`src/verilog/pps_pkg.sv`:
```
// Purpose: Shared constants, types and decoders of the paging scheduler.
// Assumes: A 10 MHz mclk; every duration is counted in 5 us ticks.
// Notes:   Durations are held as 32-bit tick counts; the longest extended
//          cycle needs 31 bits.
package pps_pkg;

  // Clock and common time base.
  localparam int unsigned CLK_NS   = 100;
  localparam int unsigned TICK_NS  = 5000;
  localparam int unsigned TICK_CYC = (TICK_NS + CLK_NS - 1) / CLK_NS;

  // GSM paging interval: frame time times frames per multiframe times DRX.
  localparam int unsigned GSM_FRAME_US = 4615;
  localparam logic [31:0] GSM_FRAME_TICKS =
    32'(GSM_FRAME_US * 1000 / TICK_NS);
  localparam logic [31:0] GSM_FRAMES  = 32'h0000_0033;
  localparam logic [3:0]  GSM_DRX_MIN = 4'h2;
  localparam logic [3:0]  GSM_DRX_MAX = 4'h9;

  // LTE paging interval unit and the length of one paging occasion.
  localparam int unsigned LTE_UNIT_MS    = 10;
  localparam logic [31:0] LTE_UNIT_TICKS =
    32'(LTE_UNIT_MS * 1000000 / TICK_NS);
  localparam int unsigned PAGE_OCC_MS    = 10;
  localparam logic [31:0] PAGE_OCC_TICKS =
    32'(PAGE_OCC_MS * 1000000 / TICK_NS);

  // Allowed LTE DRX cycle values per category.
  localparam logic [10:0] M1_DRX [4] = '{11'h080, 11'h100, 11'h200, 11'h400};
  localparam logic [10:0] NB_DRX [4] = '{11'h020, 11'h040, 11'h080, 11'h100};

  // Extended cycle: 5.12 s shifted left by (code - offset), at most 11.
  localparam int unsigned PCL_BASE_MS    = 5120;
  localparam logic [31:0] PCL_BASE_TICKS =
    32'(PCL_BASE_MS * 1000 / TICK_NS * 1000);
  localparam logic [3:0]  PCL_CODE_OFS   = 4'h4;
  localparam logic [3:0]  PCL_MAX_EXP    = 4'hb;
  localparam int unsigned PTW_UNIT_MS    = 2560;
  localparam logic [31:0] PTW_UNIT_TICKS =
    32'(PTW_UNIT_MS * 1000 / TICK_NS * 1000);
  localparam logic [3:0]  PCL_DEF        = 4'hd;
  localparam logic [3:0]  PTW_DEF        = 4'h4;

  // Radio access the device is camped on.
  typedef enum logic [1:0] {
    NET_NONE = 2'b00,
    NET_GSM  = 2'b01,
    NET_M1   = 2'b10,
    NET_NB   = 2'b11
  } pps_net_t;

  // Scheduler power states.
  typedef enum logic [2:0] {
    ST_OFF    = 3'b000,
    ST_LISTEN = 3'b001,
    ST_SLEEP  = 3'b010,
    ST_PSM    = 3'b011,
    ST_ESUSP  = 3'b100
  } pps_state_t;

  // Whole state of the scheduler.
  typedef struct packed {
    pps_state_t  fsm;
    pps_net_t    net;
    logic        edrx;
    logic        psm;
    logic        cfgErr;
    logic        ctxHeld;
    logic [31:0] periodLen;
    logic [31:0] edrxLen;
    logic [31:0] ptwLen;
    logic [31:0] cycCnt;
    logic [31:0] winCnt;
  } pps_sched_st_t;

  // Whole state of the time base.
  typedef struct packed {
    logic [15:0] div;
    logic [31:0] atCnt;
  } pps_tick_st_t;

  // True when an LTE DRX value belongs to the category's set of four.
  function automatic logic pps_lte_drx_ok(input pps_net_t net,
                                          input logic [10:0] v);
    logic ok;
    ok = 1'b0;
    for (int i = 0; i < 4; i++) begin
      if (net == NET_M1 && v == M1_DRX[i]) ok = 1'b1;
      if (net == NET_NB && v == NB_DRX[i]) ok = 1'b1;
    end
    return ok;
  endfunction : pps_lte_drx_ok

  // Extended paging cycle length in ticks for a cycle-length code.
  function automatic logic [31:0] pps_pcl_ticks(input logic [3:0] code);
    logic [3:0] e;
    e = (code < PCL_CODE_OFS) ? 4'h0 : 4'(code - PCL_CODE_OFS);
    if (e > PCL_MAX_EXP) e = PCL_MAX_EXP;
    return PCL_BASE_TICKS << e;
  endfunction : pps_pcl_ticks

  // Paging window length in ticks: (code + 1) window units.
  function automatic logic [31:0] pps_ptw_ticks(input logic [3:0] code);
    return 32'(({28'h0, code} + 32'h1) * PTW_UNIT_TICKS);
  endfunction : pps_ptw_ticks

endpackage : pps_pkg

```
`src/verilog/pps_time_if.sv`:
```
// Purpose: Carries the common tick and the active timer between modules.
// Assumes: One clock; all signals are synchronous to mclk.
// Notes:   atRunning is a decode of the timer register, valid the cycle
//          after atLoad.
`timescale 1ns/10ps
interface pps_time_if;
  logic        tick;
  logic        atLoad;
  logic [31:0] atValue;
  logic        atRunning;

  // Time base side and scheduler side.
  modport gen   (output tick, atRunning, input atLoad, atValue);
  modport sched (input tick, atRunning, output atLoad, atValue);
endinterface : pps_time_if

```
`src/verilog/pps_tick_gen.sv`:
```
// Purpose: Free-running tick divider and the active-timer countdown.
// Assumes: Synchronous active-low reset.
// Notes:   A load of zero leaves the timer stopped at once.
`timescale 1ns/10ps
module pps_tick_gen #(
  parameter int unsigned TICK_CYC = pps_pkg::TICK_CYC
) (
  // Clock and reset.
  input wire logic mclk,
  input wire logic rst_b,
  // Time base towards the scheduler.
  pps_time_if.gen  tm
);
  import pps_pkg::*;

  pps_tick_st_t st_r;
  pps_tick_st_t st_nxt;
  logic         tickNow;

  // One tick every TICK_CYC cycles; the timer counts ticks.
  always_comb begin
    st_nxt  = st_r;
    tickNow = (st_r.div == 16'(TICK_CYC - 1));
    st_nxt.div = tickNow ? 16'h0000 : 16'(st_r.div + 16'h0001);
    if (tm.atLoad) begin
      st_nxt.atCnt = tm.atValue;
    end else if (tickNow && st_r.atCnt != 32'h0) begin
      st_nxt.atCnt = 32'(st_r.atCnt - 32'h1);
    end
  end

  // State register.
  always_ff @(posedge mclk) begin
    if (!rst_b) begin
      st_r <= '0;
    end else begin
      st_r <= st_nxt;
    end
  end

  assign tm.tick      = tickNow;
  assign tm.atRunning = |st_r.atCnt;
endmodule : pps_tick_gen

```
`src/verilog/pps_scheduler.sv`:
```
// Purpose: Paging-monitor and sleep interval scheduler for a cellular
//          module under GSM DRX, LTE DRX and LTE extended DRX, with
//          power-save entry after the active timer.
// Assumes: Config inputs are stable while cfgLoad is high; durations run
//          from a common 5 us tick.
// Notes:   TICK_CYC may be lowered in simulation to shrink every interval.
`timescale 1ns/10ps
module pps_scheduler #(
  parameter int unsigned TICK_CYC = pps_pkg::TICK_CYC
) (
  // Clock and reset.
  input  wire logic              mclk,
  input  wire logic              rst_b,
  // Network-assigned configuration, taken on cfgLoad; activeTimer is read when the timer is armed.
  input  wire logic              cfgLoad,
  input  wire pps_pkg::pps_net_t netMode,
  input  wire logic [3:0]        gsmDrx,
  input  wire logic [10:0]       lteDrx,
  input  wire logic              edrxGrant,
  input  wire logic              psmGrant,
  input  wire logic              codesNegotiated,
  input  wire logic [3:0]        pclCode,
  input  wire logic [3:0]        ptwCode,
  input  wire logic [31:0]       activeTimer,
  // Power-state control.
  input  wire logic              idleStart,
  input  wire logic              uplinkPending,
  input  wire logic              edrxSuspendEn,
  input  wire logic              psmWake,
  input  wire logic              detach,
  // Status.
  output logic                   pagingListen,
  output logic                   sleepOn,
  output logic                   psmSuspend,
  output logic                   edrxSuspend,
  output logic                   edrxActive,
  output logic                   activeRunning,
  output logic                   contextHeld,
  output logic                   cfgError
);
  import pps_pkg::*;

  pps_sched_st_t st_r;
  pps_sched_st_t st_nxt;
  pps_time_if    tm ();

  logic [31:0] cycleLen;
  logic [31:0] winLen;
  logic        atExpired;
  logic        esuspBlock;
  logic        psmGo;
  logic        cfgOk;
  logic        cycleEnd;
  logic        winEnd;
  logic        awake;

  // Common time base and active timer.
  pps_tick_gen #(
    .TICK_CYC (TICK_CYC)
  ) u_tick (
    .mclk  (mclk),
    .rst_b (rst_b),
    .tm    (tm)
  );

  // Lengths of the current cycle and listening window.
  always_comb begin
    cycleLen = st_r.edrx ? st_r.edrxLen : st_r.periodLen;
    winLen   = st_r.edrx ? st_r.ptwLen : PAGE_OCC_TICKS;
  end

  // Validity of the offered configuration, per radio access.
  always_comb begin
    case (netMode)
      NET_GSM: cfgOk = (gsmDrx >= GSM_DRX_MIN)
                    && (gsmDrx <= GSM_DRX_MAX);
      NET_M1:  cfgOk = pps_lte_drx_ok(netMode, lteDrx);
      NET_NB:  cfgOk = pps_lte_drx_ok(netMode, lteDrx);
      default: cfgOk = 1'b0;
    endcase
  end

  // Power-save entry conditions. The active timer only gates this when
  // power save was granted; with extended DRX alone there is no timer.
  always_comb begin
    atExpired  = st_r.psm && !tm.atRunning;
    esuspBlock = edrxSuspendEn && st_r.edrx;
    awake      = (st_r.fsm == ST_LISTEN) || (st_r.fsm == ST_SLEEP);
    psmGo      = atExpired && !uplinkPending
              && !esuspBlock && awake;
    cycleEnd   = tm.tick && (st_r.cycCnt <= 32'h1);
    winEnd     = tm.tick && (st_r.winCnt <= 32'h1);
  end

  // When power save was granted, the active timer is armed whenever
  // scheduling (re)starts from idle or from a power-save wake.
  always_comb begin
    tm.atValue = activeTimer;
    tm.atLoad  = st_r.psm && ((st_r.fsm == ST_OFF && idleStart)
              || (st_r.fsm == ST_PSM && psmWake));
  end

  // Next-state logic: configuration capture and the power-state machine.
  always_comb begin
    st_nxt = st_r;

    // Configuration capture; a refused set keeps the previous one.
    if (cfgLoad) begin
      st_nxt.cfgErr = !cfgOk;
      if (cfgOk) begin
        st_nxt.net  = netMode;
        st_nxt.psm  = psmGrant;
        st_nxt.edrx = edrxGrant && (netMode != NET_GSM);
        if (netMode == NET_GSM) begin
          st_nxt.periodLen = 32'(GSM_FRAME_TICKS * GSM_FRAMES
                           * {28'h0, gsmDrx});
        end else begin
          st_nxt.periodLen = 32'({21'h0, lteDrx}
                           * LTE_UNIT_TICKS);
        end
        if (codesNegotiated) begin
          st_nxt.edrxLen = pps_pcl_ticks(pclCode);
          st_nxt.ptwLen  = pps_ptw_ticks(ptwCode);
        end else begin
          st_nxt.edrxLen = pps_pcl_ticks(PCL_DEF);
          st_nxt.ptwLen  = pps_ptw_ticks(PTW_DEF);
        end
      end
    end

    // Power-state machine. A cycle end always restarts the window, so a
    // window longer than its cycle simply listens without a break.
    case (st_r.fsm)
      ST_OFF: begin
        if (idleStart && st_r.net != NET_NONE) begin
          st_nxt.fsm     = ST_LISTEN;
          st_nxt.cycCnt  = cycleLen;
          st_nxt.winCnt  = winLen;
          st_nxt.ctxHeld = 1'b1;
        end
      end
      ST_LISTEN, ST_SLEEP, ST_ESUSP: begin
        if (tm.tick) begin
          st_nxt.cycCnt = 32'(st_r.cycCnt - 32'h1);
          st_nxt.winCnt = (st_r.winCnt == 32'h0) ? 32'h0
                        : 32'(st_r.winCnt - 32'h1);
        end
        if (cycleEnd) begin
          st_nxt.fsm    = ST_LISTEN;
          st_nxt.cycCnt = cycleLen;
          st_nxt.winCnt = winLen;
        end else if (st_r.fsm == ST_LISTEN && winEnd) begin
          st_nxt.fsm = (st_r.edrx && edrxSuspendEn)
                     ? ST_ESUSP : ST_SLEEP;
        end
        // A cycle end still wins, so a dropped suspend never skips a window.
        if (st_r.fsm == ST_ESUSP && !cycleEnd
            && !(edrxSuspendEn && st_r.edrx)) begin
          st_nxt.fsm = ST_SLEEP;
        end
        if (psmGo) begin
          st_nxt.fsm = ST_PSM;
        end
      end
      ST_PSM: begin
        // Context stays held: a wake resumes paging without idleStart.
        if (psmWake) begin
          st_nxt.fsm    = ST_LISTEN;
          st_nxt.cycCnt = cycleLen;
          st_nxt.winCnt = winLen;
        end
      end
      default: begin
        st_nxt.fsm = ST_OFF;
      end
    endcase

    // Detach drops the context and stops all scheduling.
    if (detach) begin
      st_nxt.fsm     = ST_OFF;
      st_nxt.ctxHeld = 1'b0;
      st_nxt.cycCnt  = 32'h0;
      st_nxt.winCnt  = 32'h0;
    end
  end

  // State register.
  always_ff @(posedge mclk) begin
    if (!rst_b) begin
      st_r <= '0;
    end else begin
      st_r <= st_nxt;
    end
  end

  // Status outputs are decodes of the state register. Listening stops the
  // moment a granted active timer has run out, even if power save is
  // still held off by pending uplink traffic.
  always_comb begin
    pagingListen  = (st_r.fsm == ST_LISTEN) && !atExpired;
    sleepOn       = (st_r.fsm == ST_SLEEP)
                 || ((st_r.fsm == ST_LISTEN) && atExpired);
    psmSuspend    = (st_r.fsm == ST_PSM);
    edrxSuspend   = (st_r.fsm == ST_ESUSP);
    edrxActive    = st_r.edrx;
    activeRunning = tm.atRunning;
    contextHeld   = st_r.ctxHeld;
    cfgError      = st_r.cfgErr;
  end
endmodule : pps_scheduler

```
`config.mk`:
```
export PLATFORM = sky130hd
export DESIGN_NAME = pps_scheduler
export DESIGN_NICKNAME = d
export VERILOG_FILES = /design/src/verilog/pps_pkg.sv /design/src/verilog/pps_time_if.sv /design/src/verilog/pps_tick_gen.sv /design/src/verilog/pps_scheduler.sv
export SDC_FILE = /design/constraint.sdc
export NUM_CORES = 1
export LEC_CHECK = 0
export CORE_ASPECT_RATIO = 0.7
export CORE_MARGIN = 5
export CORE_UTILIZATION = 40
export DETAILED_ROUTE_END_ITERATION = 12
export DONT_BUFFER_PORTS = 1
export PLACE_DENSITY = 0.53
export SLEW_MARGIN = 25
export SYNTH_ARGS = -nofsm -noshare
export SYNTH_HDL_FRONTEND = slang
export SYNTH_SLANG_ARGS = --single-unit
```
`constraint.sdc`:
```
create_clock -name mclk -period 4.49 [get_ports mclk]
set_input_delay 0.449 -clock mclk [delete_from_list [all_inputs] [get_ports mclk]]
set_output_delay 0.449 -clock mclk [all_outputs]
set_load 0.01 [all_outputs]
```
==> results.py, run 1 <==
metrics = {
    "flow_run": {
        "cap_violations": 0,
    },
    "floorplan": {
        "die_area_um2": 35500,
        "core_area_um2": 31200,
        "start_util": 0.407,
        "die_w_um": 223,
        "num_rows": 54,
        "ios": 76,
        "die_h_um": 159,
    },
    "clocking": {
        "post-cts-setup-buffers": 0,
        "cts_buffer_depth": 2,
        "clk_latency_ns": 0.45,
        "cts_sinks": 174,
        "cts.htree.levels": 4,
        "cts_tree": "yes",
        "cts_resized": 0,
        "postCtsHoldBufs": 0,
        "cts_buffers": 17,
        "clk_pin_slew_ns": 0.08,
        "root_buffer": "clkbuf_16",
    },
    "worst_setup_path": {
        "cp.arrival_ns": 4.54,
        "max_stage_delay_ns": 0.55,
        "crit_type": "input pin to flip-flop",
        "worstSetupEndpointType": "flip-flop",
        "slowest_stage": "fa_1",
        "worstSetupStartpointType": "input pin",
        "crit_path_frequent_cell": "fa_1",
        "path_cells": "inv_1, fa_1, fa_1, fa_1, fa_1, inv_1, ha_1, nor3_1, nand2_1, o2111ai_1, a21boi_0, o21a_1, or3_1, a32o_1",
        "crit_fanout": 4,
        "crit_required_ns": 4.84,
    },
    "timing": {
        "hold_slack_ns": 0.0982,
        "max_freq_mhz": 238,
        "tightestPinTransition_ns": 0.996,
        "relSlewSlack": 0.327,
        "fin_crit_sh": 0.934,
        "finalSetupViolations": 0,
        "skew_ns": 0.0132,
        "finalSetupTns_ns": 0,
        "rsz0062_at_grt": "no",
        "fin_crit_ns": 4.20,
        "slew_viol_final": 0,
        "finalHoldViolCount": 0,
    },
    "cells_and_area": {
        "layout-drive-gt1-share": 0.0716,
        "layout.nets": 1722,
        "instances_no_fill": 1928,
        "final_util": 0.443,
        "area_delta_synth_final_pct": 8.95,
        "diodes": 0,
        "design_area_um2": 13800,
    },
    "power": {
        "p_leak_nw": 5.82,
        "power.density_nw_per_um2": 398,
        "ir_worst_vdd_mv": 0.215,
    },
    "yosys": {
        "ys.flop_type": "dfxtp_1",
        "synth_warnings": 0,
        "syn-cell-area_um2": 12700,
        "synth_nets": 1747,
        "synth_area_per_cell_um2": 8.35,
        "synth_cells": 1520,
        "ys_types": 86,
        "synthTopCellsByArea": "dfxtp_1 27%, ha_1 11%, fa_1 8.2%, o21ai_0 5.0%, xnor2_1 3.7%",
        "synth_edf_count": 0,
        "ys_seq_area_frac": 0.274,
        "synth-seq-cells": 174,
        "yosysTopAreaCell": "dfxtp_1",
        "ys_async_sr_fraction": 0,
        "netlist.area_leader.share": 0.274,
    },
    "drt": {
        "detail_route.wl_per_cell_um": 17.4,
        "drt-total-wl_um": 33600,
        "drt_iter0_drc": 696,
        "vias": 10700,
        "drc": 0,
        "dr.pass1.iters": 5,
        "ant_nets": 0,
        "vias_per_cell": 5.54,
    },
    "global_route": {
        "grt_overflow_total": 0,
        "grtUsageTotal": 0.188,
        "grt_max_degree": 73,
        "grt_pass1_vias": 10200,
        "grt_pass1_wl_um": 55100,
        "antenna_found_initial": 1,
    },
    "place": {
        "gp_congestion": 0.827,
        "placed_cell_area_um2": 13200,
        "io_buffers": 0,
        "place_inst": 1896,
        "dpl.hpwl_um": 25300,
    },
    "outcome": {
        "outcome": "finished clean",
    },
    "worst_hold_path": {
        "hp-class": "input pin to flip-flop",
    },
}
-- cell families (layout without fill, tap and decap cells) --
logic type / count (synthesis) / count (layout) / share of synthesized area
XOR/XNOR: 84 / 84 / 0.0579
AO/OA/AOI/OAI: 408 / 408 / 0.211
buffers and inverters: 196 / 184 / 0.0620
AND/OR/NAND/NOR: 481 / 481 / 0.193
adder cells (fa/ha/maj): 159 / 159 / 0.187
multiplexers: 18 / 18 / 0.0146
flip-flops: 174 / 174 / 0.274
-- layer usage --
metal | part of all wire | global-route usage
met4 | 0.0078 | 0.0376
met1 | 0.53 | 0.289
met5 | 0.00039 | 0
met3 | 0.046 | 0.0398
met2 | 0.41 | 0.269
-- state kept, by name, summed over array words and instances (netlist names) --
register,cells
st_r,123
u_tick.st_r,48
cfgError,1
contextHeld,1
edrxActive,1
-- final timing paths --
check	startpoint	to	slack [ns]	depth (start not counted)
worst max-delay path	lteDrx[4]	st_r[148]	0.29	14
worst min-delay path	pclCode[3]	st_r[110]	0.1	1
worst max register to register	st_r[0]	st_r[30]	1.18	11
worst min register to register	st_r[43]	st_r[43]	0.46	2
-- worst max-delay path, delay by kind of cell --
| family | cells | cell delay [ns] |
|---|---|---|
| and+or+nand+nor | 3 | 0.72 |
| buffers and inverters | 2 | 0.20 |
| adders and majority gates | 5 | 2.25 |
| AOI/OAI and AO/OA | 4 | 0.91 |
-- per-stage QoR --
stage / total power, mW / setup WS (ns)
2_1_floorplan: 3.29 / 0.149
3_3_place_gp: 3.86 / -0.0580
3_5_place_dp: 3.85 / -0.118
4_1_cts: 5.53 / 0.350
5_1_grt: 5.90 / 0.0920
6_report: 5.51 / 0.295
-- cells in the mapped netlist (30+ instances only) --
library cell and count:
nor3_1 54, xor2_1 30, o21ai_0 126, nand3_1 49
inv_1 117, clkbuf_1 58, xnor2_1 54, a21oi_1 93
nand2_1 110, dfxtp_1 174, fa_1 52, nor2_1 125
ha_1 107
-- cells in the final DEF, fill, tap and decap left out, types with 7 or more instances in the layout --
| cell | instances |
|---|---|
| dfxtp_1 | 174 |
| o21ai_0 | 126 |
| nor2_1 | 124 |
| inv_1 | 117 |
| nand2_1 | 110 |
| ha_1 | 107 |
| a21oi_1 | 93 |
| nor3_1 | 54 |
| xnor2_1 | 54 |
| fa_1 | 52 |
| nand3_1 | 49 |
| buf_4 | 33 |
| xor2_1 | 30 |
| o211a_1 | 24 |
| a31oi_1 | 21 |
| or4_1 | 20 |
| nor4_1 | 18 |
| clkbuf_16 | 17 |
| and3_1 | 14 |
| or3_1 | 14 |
| mux2i_1 | 14 |
| o22ai_1 | 12 |
| a32o_1 | 12 |
| nor2b_1 | 11 |
| nand2b_1 | 10 |
| o21a_1 | 10 |
| a22o_1 | 10 |
| a21o_1 | 10 |
| a211oi_1 | 9 |
| o211ai_1 | 8 |
| a22oi_1 | 7 |
| a21boi_0 | 7 |
| a32oi_1 | 7 |
-- where the power goes --
group	leakage [nW]	internal, mW	switching, mW	total, mW
Clock	0.313	0.981	0.681	1.66
Combinational	4.10	0.934	1.29	2.22
Sequential	1.41	1.58	0.0387	1.62
-- area by class of cell --
| type | count | area [um^2] |
|---|---|---|
| clock buffers | 20 | 467 |
| inverters | 118 | 443 |
| flip-flops and latches | 174 | 3480 |
| multi-input cells | 1150 | 8460 |
| repair buffers | 34 | 268 |
| clock inverters | 12 | 184 |
| fillers | 3156 | 17400 |
| well taps | 420 | 526 |
No activity file was read; power rests on OpenSTA's default activity.
==> run 2: changes to the inputs <==
--- a/config.mk
+++ b/config.mk
@@ -7,8 +7,9 @@
 export LEC_CHECK = 0
 export CORE_ASPECT_RATIO = 0.7
-export CORE_MARGIN = 5
+export CORE_MARGIN = 3
 export CORE_UTILIZATION = 40
 export DETAILED_ROUTE_END_ITERATION = 12
 export DONT_BUFFER_PORTS = 1
+export HOLD_SLACK_MARGIN = 0.15
 export PLACE_DENSITY = 0.53
 export SLEW_MARGIN = 25
==> constraint.sdc (replaced) <==
create_clock -name mclk -period 4.49 [get_ports mclk]
set_input_delay 0.2245 -clock mclk [delete_from_list [all_inputs] [get_ports mclk]]
set_output_delay 0.2245 -clock mclk [all_outputs]
set_load 0.01 [all_outputs]
==> run 2 against run 1 <==
Effect of this change:
- via count is 3.3% higher
- clock-buffer cell count is 4 higher
- largest power group unchanged
- critical path type unchanged
- sequential power hardly changed
- clock power is 14% lower
- utilization is 2.1 points higher
==> results.py, run 2 (synthesized netlist as in run 1, its figures left out) <==
metrics = {
    "cells_and_area": {
        "layout_common_cells": "174 x dfxtp_1, 126 x o21ai_0, 124 x nor2_1",
        "fillCellCount": 3051,
        "biggestRegsByFlops": "st_r x123, u_tick.st_r x48",
        "design_area_um2": 14200,
        "diodes": 0,
        "largest-register": "st_r",
        "final_common_cell": "dfxtp_1",
        "layout.nets": 1768,
        "multi_input_area_um2": 8470,
        "layout.area.seq_um2": 3480,
        "largest_reg_flops": 123,
        "layout-drive-gt1-share": 0.0580,
        "area_delta_synth_final_pct": 12.0,
    },
    "power": {
        "p_leak_nw": 5.99,
        "ir_worst_vdd_mv": 0.242,
        "power.density_nw_per_um2": 382,
    },
    "floorplan": {
        "die_w_um": 219,
        "start_util": 0.414,
        "ios": 76,
        "num_rows": 53,
        "die_h_um": 155,
        "core_area_um2": 30600,
        "die_area_um2": 34000,
    },
    "worst_setup_path": {
        "crit_type": "input pin to flip-flop",
        "slowest_stage": "dlygate4sd3_1",
        "cp.arrival_ns": 4.60,
        "worstSetupEndpointType": "flip-flop",
        "crit_required_ns": 4.82,
        "crit_fanout": 5,
        "worstSetupStartpointType": "input pin",
        "path_cells": "dlygate4sd3_1, inv_1, ha_1, ha_1, inv_1, fa_1, fa_1, inv_1, ha_1, nand3_1, o211ai_1, o2111ai_1, a21boi_0, o21a_1, or3_1, a32o_1",
        "max_stage_delay_ns": 0.53,
    },
    "timing": {
        "finalHoldViolCount": 0,
        "tightestPinTransition_ns": 0.927,
        "fin_ws_ns": 0.229,
        "slew_viol_final": 0,
        "finalSetupViolations": 0,
        "skew_ns": 0.0128,
        "hold_slack_ns": 0.176,
        "relSlewSlack": 0.378,
        "fin_crit_sh": 0.949,
        "max_freq_mhz": 235,
        "finalSetupTns_ns": 0,
        "fin_crit_ns": 4.26,
        "rsz0062_at_grt": "no",
    },
    "worst_hold_path": {
        "hp-class": "input pin to flip-flop",
    },
    "clocking": {
        "cts_buffers": 17,
        "postCtsHoldBufs": 60,
        "cts.htree.levels": 4,
        "cts_sinks": 174,
        "cts_tree": "yes",
        "root_buffer": "clkbuf_16",
        "clk_pin_slew_ns": 0.06,
        "post-cts-setup-buffers": 0,
        "cts_resized": 0,
        "cts_buffer_depth": 2,
        "clk_latency_ns": 0.45,
    },
    "global_route": {
        "grtUsageTotal": 0.207,
        "antenna_found_initial": 1,
        "grt_pass1_vias": 10100,
        "grt_overflow_total": 0,
        "grt_pass1_wl_um": 56200,
        "grt_max_degree": 70,
    },
    "drt": {
        "detail_route.wl_per_cell_um": 17.9,
        "drt_iter0_drc": 938,
        "dr.pass1.iters": 5,
        "ant_nets": 0,
        "vias_per_cell": 5.62,
        "drc": 0,
        "drt-total-wl_um": 35200,
        "vias": 11000,
    },
    "place": {
        "dpl.hpwl_um": 25400,
        "place_ws_ns": 0.0418,
        "placed_cell_area_um2": 13100,
        "gp_congestion": 0.899,
        "io_buffers": 0,
    },
    "outcome": {
        "outcome": "finished clean",
    },
    "flow_run": {
        "cap_violations": 0,
    },
}
## run 2: worst max-delay path: cells and delay by family
family | cells | cell delay [ns]
buffers and inverters | 4 | 0.71
adder cells (fa/ha/maj) | 5 | 2.06
AO/OA/AOI/OAI | 5 | 1.16
AND/OR/NAND/NOR | 2 | 0.42
## run 2: metrics by stage
stage | power, mW | instances | utilization
final | 5.43 | 1964 | 0.464
after global routing | 5.79 | 1964 | 0.464
after detailed placement | 3.93 | 1874 | 0.426
after global placement | 3.93 | 1874 | 0.426
after CTS | 5.44 | 1964 | 0.464
after floorplan | 3.29 | 1520 | -
## run 2: report_power, final
group / leakage, nW / internal, mW / switching, mW
clock network: 0.266 / 0.799 / 0.620
registers: 1.41 / 1.58 / 0.0399
logic: 4.31 / 0.945 / 1.44
total: 5.99 / 3.33 / 2.10
## run 2: worst paths after layout
| check | from | endpoint | slack, ns | cells after the start |
|---|---|---|---|---|
| max | lteDrx[0] | st_r[148] | 0.23 | 16 |
| min | gsmDrx[0] | st_r[133] | 0.18 | 3 |
| min reg2reg | st_r[43] | st_r[43] | 0.46 | 2 |
| max reg2reg | u_tick.st_r[6] | u_tick.st_r[30] | 1.17 | 8 |
## run 2: area by class of cell
cell class / instances / share of cell area
Timing Repair Buffer: 80 / 0.0540
Tap cell: 412 / 0.0362
Inverter: 118 / 0.0311
Sequential cell: 174 / 0.245
Clock inverter: 6 / 0.00431
Clock buffer: 24 / 0.0339
Multi-Input combinational cell: 1150 / 0.596
## run 2: routing by layer
metal | GRT usage | share of wire
met4 | 0.0466 | 0.0081
met5 | 0 | 0
met2 | 0.277 | 0.39
met3 | 0.0412 | 0.061
met1 | 0.334 | 0.54
==> run 3: changes to the inputs <==
Settings changed: PLACE_DENSITY 0.53 to 0.65.
==> run 3 against run 2 <==
Effect of this change:
- largest cell class unchanged
- wire length is 4.6% lower
- clock-buffer cell count stayed put
- flip-flop and latch count stayed put
- sequential share of layout area fell by 0.077 points
- clock skew fell by 0.0060 ns
- design area up 0.32%
- fmax grew 2.7%
- worst hold slack worse by 0.014 ns
- combinational power fell by 7%
- critical path depth stayed put
- first-iteration DRC count shrank 0.43%
- setup slack improved by 0.11 ns
==> results.py, run 3 (synthesized netlist as in run 1, its figures left out) <==
metrics = {
    "outcome": {
        "outcome": "finished clean",
    },
    "clocking": {
        "cts_buffer_depth": 2,
        "cts_resized": 0,
        "cts_buffers": 17,
        "postCtsHoldBufs": 60,
        "clk_pin_slew_ns": 0.06,
        "clk_latency_ns": 0.44,
        "cts_sinks": 174,
        "cts_tree": "yes",
        "post-cts-setup-buffers": 0,
        "root_buffer": "clkbuf_16",
        "cts.htree.levels": 4,
    },
    "drt": {
        "ant_nets": 0,
        "drt-total-wl_um": 33500,
        "detail_route.wl_per_cell_um": 17.1,
        "m1WireLength_um": 16800,
        "dr.pass1.iters": 7,
        "vias_per_cell": 5.66,
        "vias": 11100,
        "routed-wl-met2_um": 14200,
        "drt_iter0_drc": 934,
        "dr_wl_met3_um": 2190,
        "drc": 0,
        "routed.top_layer": "met4",
    },
    "place": {
        "placed_cell_area_um2": 13100,
        "dpl.hpwl_um": 24500,
        "gp_congestion": 0.851,
        "io_buffers": 0,
        "place_inst": 1876,
    },
    "floorplan": {
        "ios": 76,
        "num_rows": 53,
        "die_area_um2": 34000,
        "die_h_um": 155,
        "die_w_um": 219,
        "core_area_um2": 30600,
        "start_util": 0.414,
    },
    "timing": {
        "fin_crit_ns": 4.15,
        "finalHoldViolCount": 0,
        "tightestPinTransition_ns": 0.835,
        "finalSetupTns_ns": 0,
        "relSlewSlack": 0.443,
        "fin_crit_sh": 0.924,
        "rsz0062_at_grt": "no",
        "skew_ns": 0.00679,
        "slew_viol_final": 0,
        "finalSetupViolations": 0,
        "max_freq_mhz": 241,
    },
    "global_route": {
        "grt_pass1_vias": 10600,
        "grt_max_degree": 69,
        "antenna_found_initial": 0,
        "grtUsageTotal": 0.200,
        "grt_pass1_wl_um": 55200,
        "grt_overflow_total": 0,
    },
    "worst_setup_path": {
        "crit_type": "input pin to flip-flop",
        "rr_worst_depth": 8,
        "r2r_start": "u_tick.st_r[15]",
        "worstSetupStartpointType": "input pin",
        "r2r_slack_ns": 1.26,
        "max_stage_delay_ns": 0.55,
        "endpoint": "st_r[147]",
        "worstSetupEndpointType": "flip-flop",
        "path_cells": "dlygate4sd3_1, inv_1, ha_1, ha_1, inv_1, fa_1, fa_1, inv_1, ha_1, a211oi_1, o21ai_0, a21oi_1, o211ai_1, a21oi_1, mux2i_1, a211oi_1",
        "crit_required_ns": 4.80,
        "cp.arrival_ns": 4.46,
        "r2r_end": "u_tick.st_r[22]",
        "slowest_stage": "dlygate4sd3_1",
        "critPathLaunch": "lteDrx[0]",
        "crit_fanout": 5,
    },
    "power": {
        "p_seq_frac": 0.304,
        "power.density_nw_per_um2": 375,
        "p_int_mw": 3.36,
        "ir_worst_vdd_mv": 0.236,
        "swShare": 0.371,
        "p_leak_nw": 6.01,
        "power_switching_mw": 1.98,
        "power_frac_clock": 0.279,
        "p_comb_frac": 0.418,
    },
    "cells_and_area": {
        "design_area_um2": 14300,
        "layout.nets": 1770,
        "layout-drive-gt1-share": 0.0605,
        "largest-register": "st_r",
        "largest_reg_flops": 123,
        "final_common_cell": "dfxtp_1",
        "biggestRegsByFlops": "st_r x123, u_tick.st_r x48",
        "instances_no_fill": 1966,
        "area_delta_synth_final_pct": 12.4,
        "diodes": 0,
        "layout_common_cells": "174 x dfxtp_1, 126 x o21ai_0, 124 x nor2_1",
    },
    "flow_run": {
        "cap_violations": 0,
    },
    "worst_hold_path": {
        "hp-class": "input pin to flip-flop",
    },
}
## run 3: cell count changes in the layout (fill, tap and decap cells not counted), sizes merged
cell,previous run,this run
buf,21,23
bufinv,1,2
clkinvlp,1,0
## run 3: power groups by stage
stage	Combinational [mW]	Clock (mW)	Sequential (mW)
2_1_floorplan	1.65	0	1.64
3_3_place_gp	2.10	0	1.66
3_5_place_dp	2.12	0	1.66
4_1_cts	2.20	1.51	1.62
5_1_grt	2.51	1.58	1.63
6_report	2.23	1.49	1.62
## run 3: cell type report
type	instances	area [um^2]
Fill cell	3061	16400
Clock buffer	24	492
Sequential cell	174	3480
Inverter	118	443
Tap cell	412	515
Clock inverter	6	83.8
Multi-Input combinational cell	1150	8470
Timing Repair Buffer	82	783
## run 3: worst min-delay path by stage
| stage | from | endpoint | slack (ns) | cells past startpoint |
|---|---|---|---|---|
| 4_1_cts | pclCode[0] | st_r[114] | 0.16 | 3 |
| 3_5_place_dp | cfgLoad | cfgError | 0.34 | 1 |
| 5_1_grt | pclCode[2] | st_r[121] | 0.17 | 4 |
| 2_1_floorplan | cfgLoad | cfgError | 0.33 | 1 |
| 3_3_place_gp | pclCode[3] | st_r[110] | 0.33 | 1 |
| 6_report | ptwCode[0] | st_r[79] | 0.16 | 3 |
## run 3: per-layer routing
layer,global-route usage,up-vias
met1,0.301,5338
met3,0.0416,24
met4,0.0367,0
met5,0,-
li1,-,5460
met2,0.295,308
## run 3: stage by stage
step	utilization	power (mW)	hold WS (ns)	setup slack, ns
after floorplan	-	3.29	0.335	0.373
after global placement	0.427	3.76	0.334	0.135
after detailed placement	0.427	3.78	0.340	0.0762
after CTS	0.466	5.34	0.155	0.402
after global routing	0.466	5.72	0.166	0.0557
final	0.466	5.34	0.162	0.340
## run 3: worst max-delay path, delay by kind of cell
family | cells | cell delay (ns)
compound gates | 6 | 1.29
buf+inv | 4 | 0.73
fa+ha+maj | 5 | 2.02
mux | 1 | 0.21
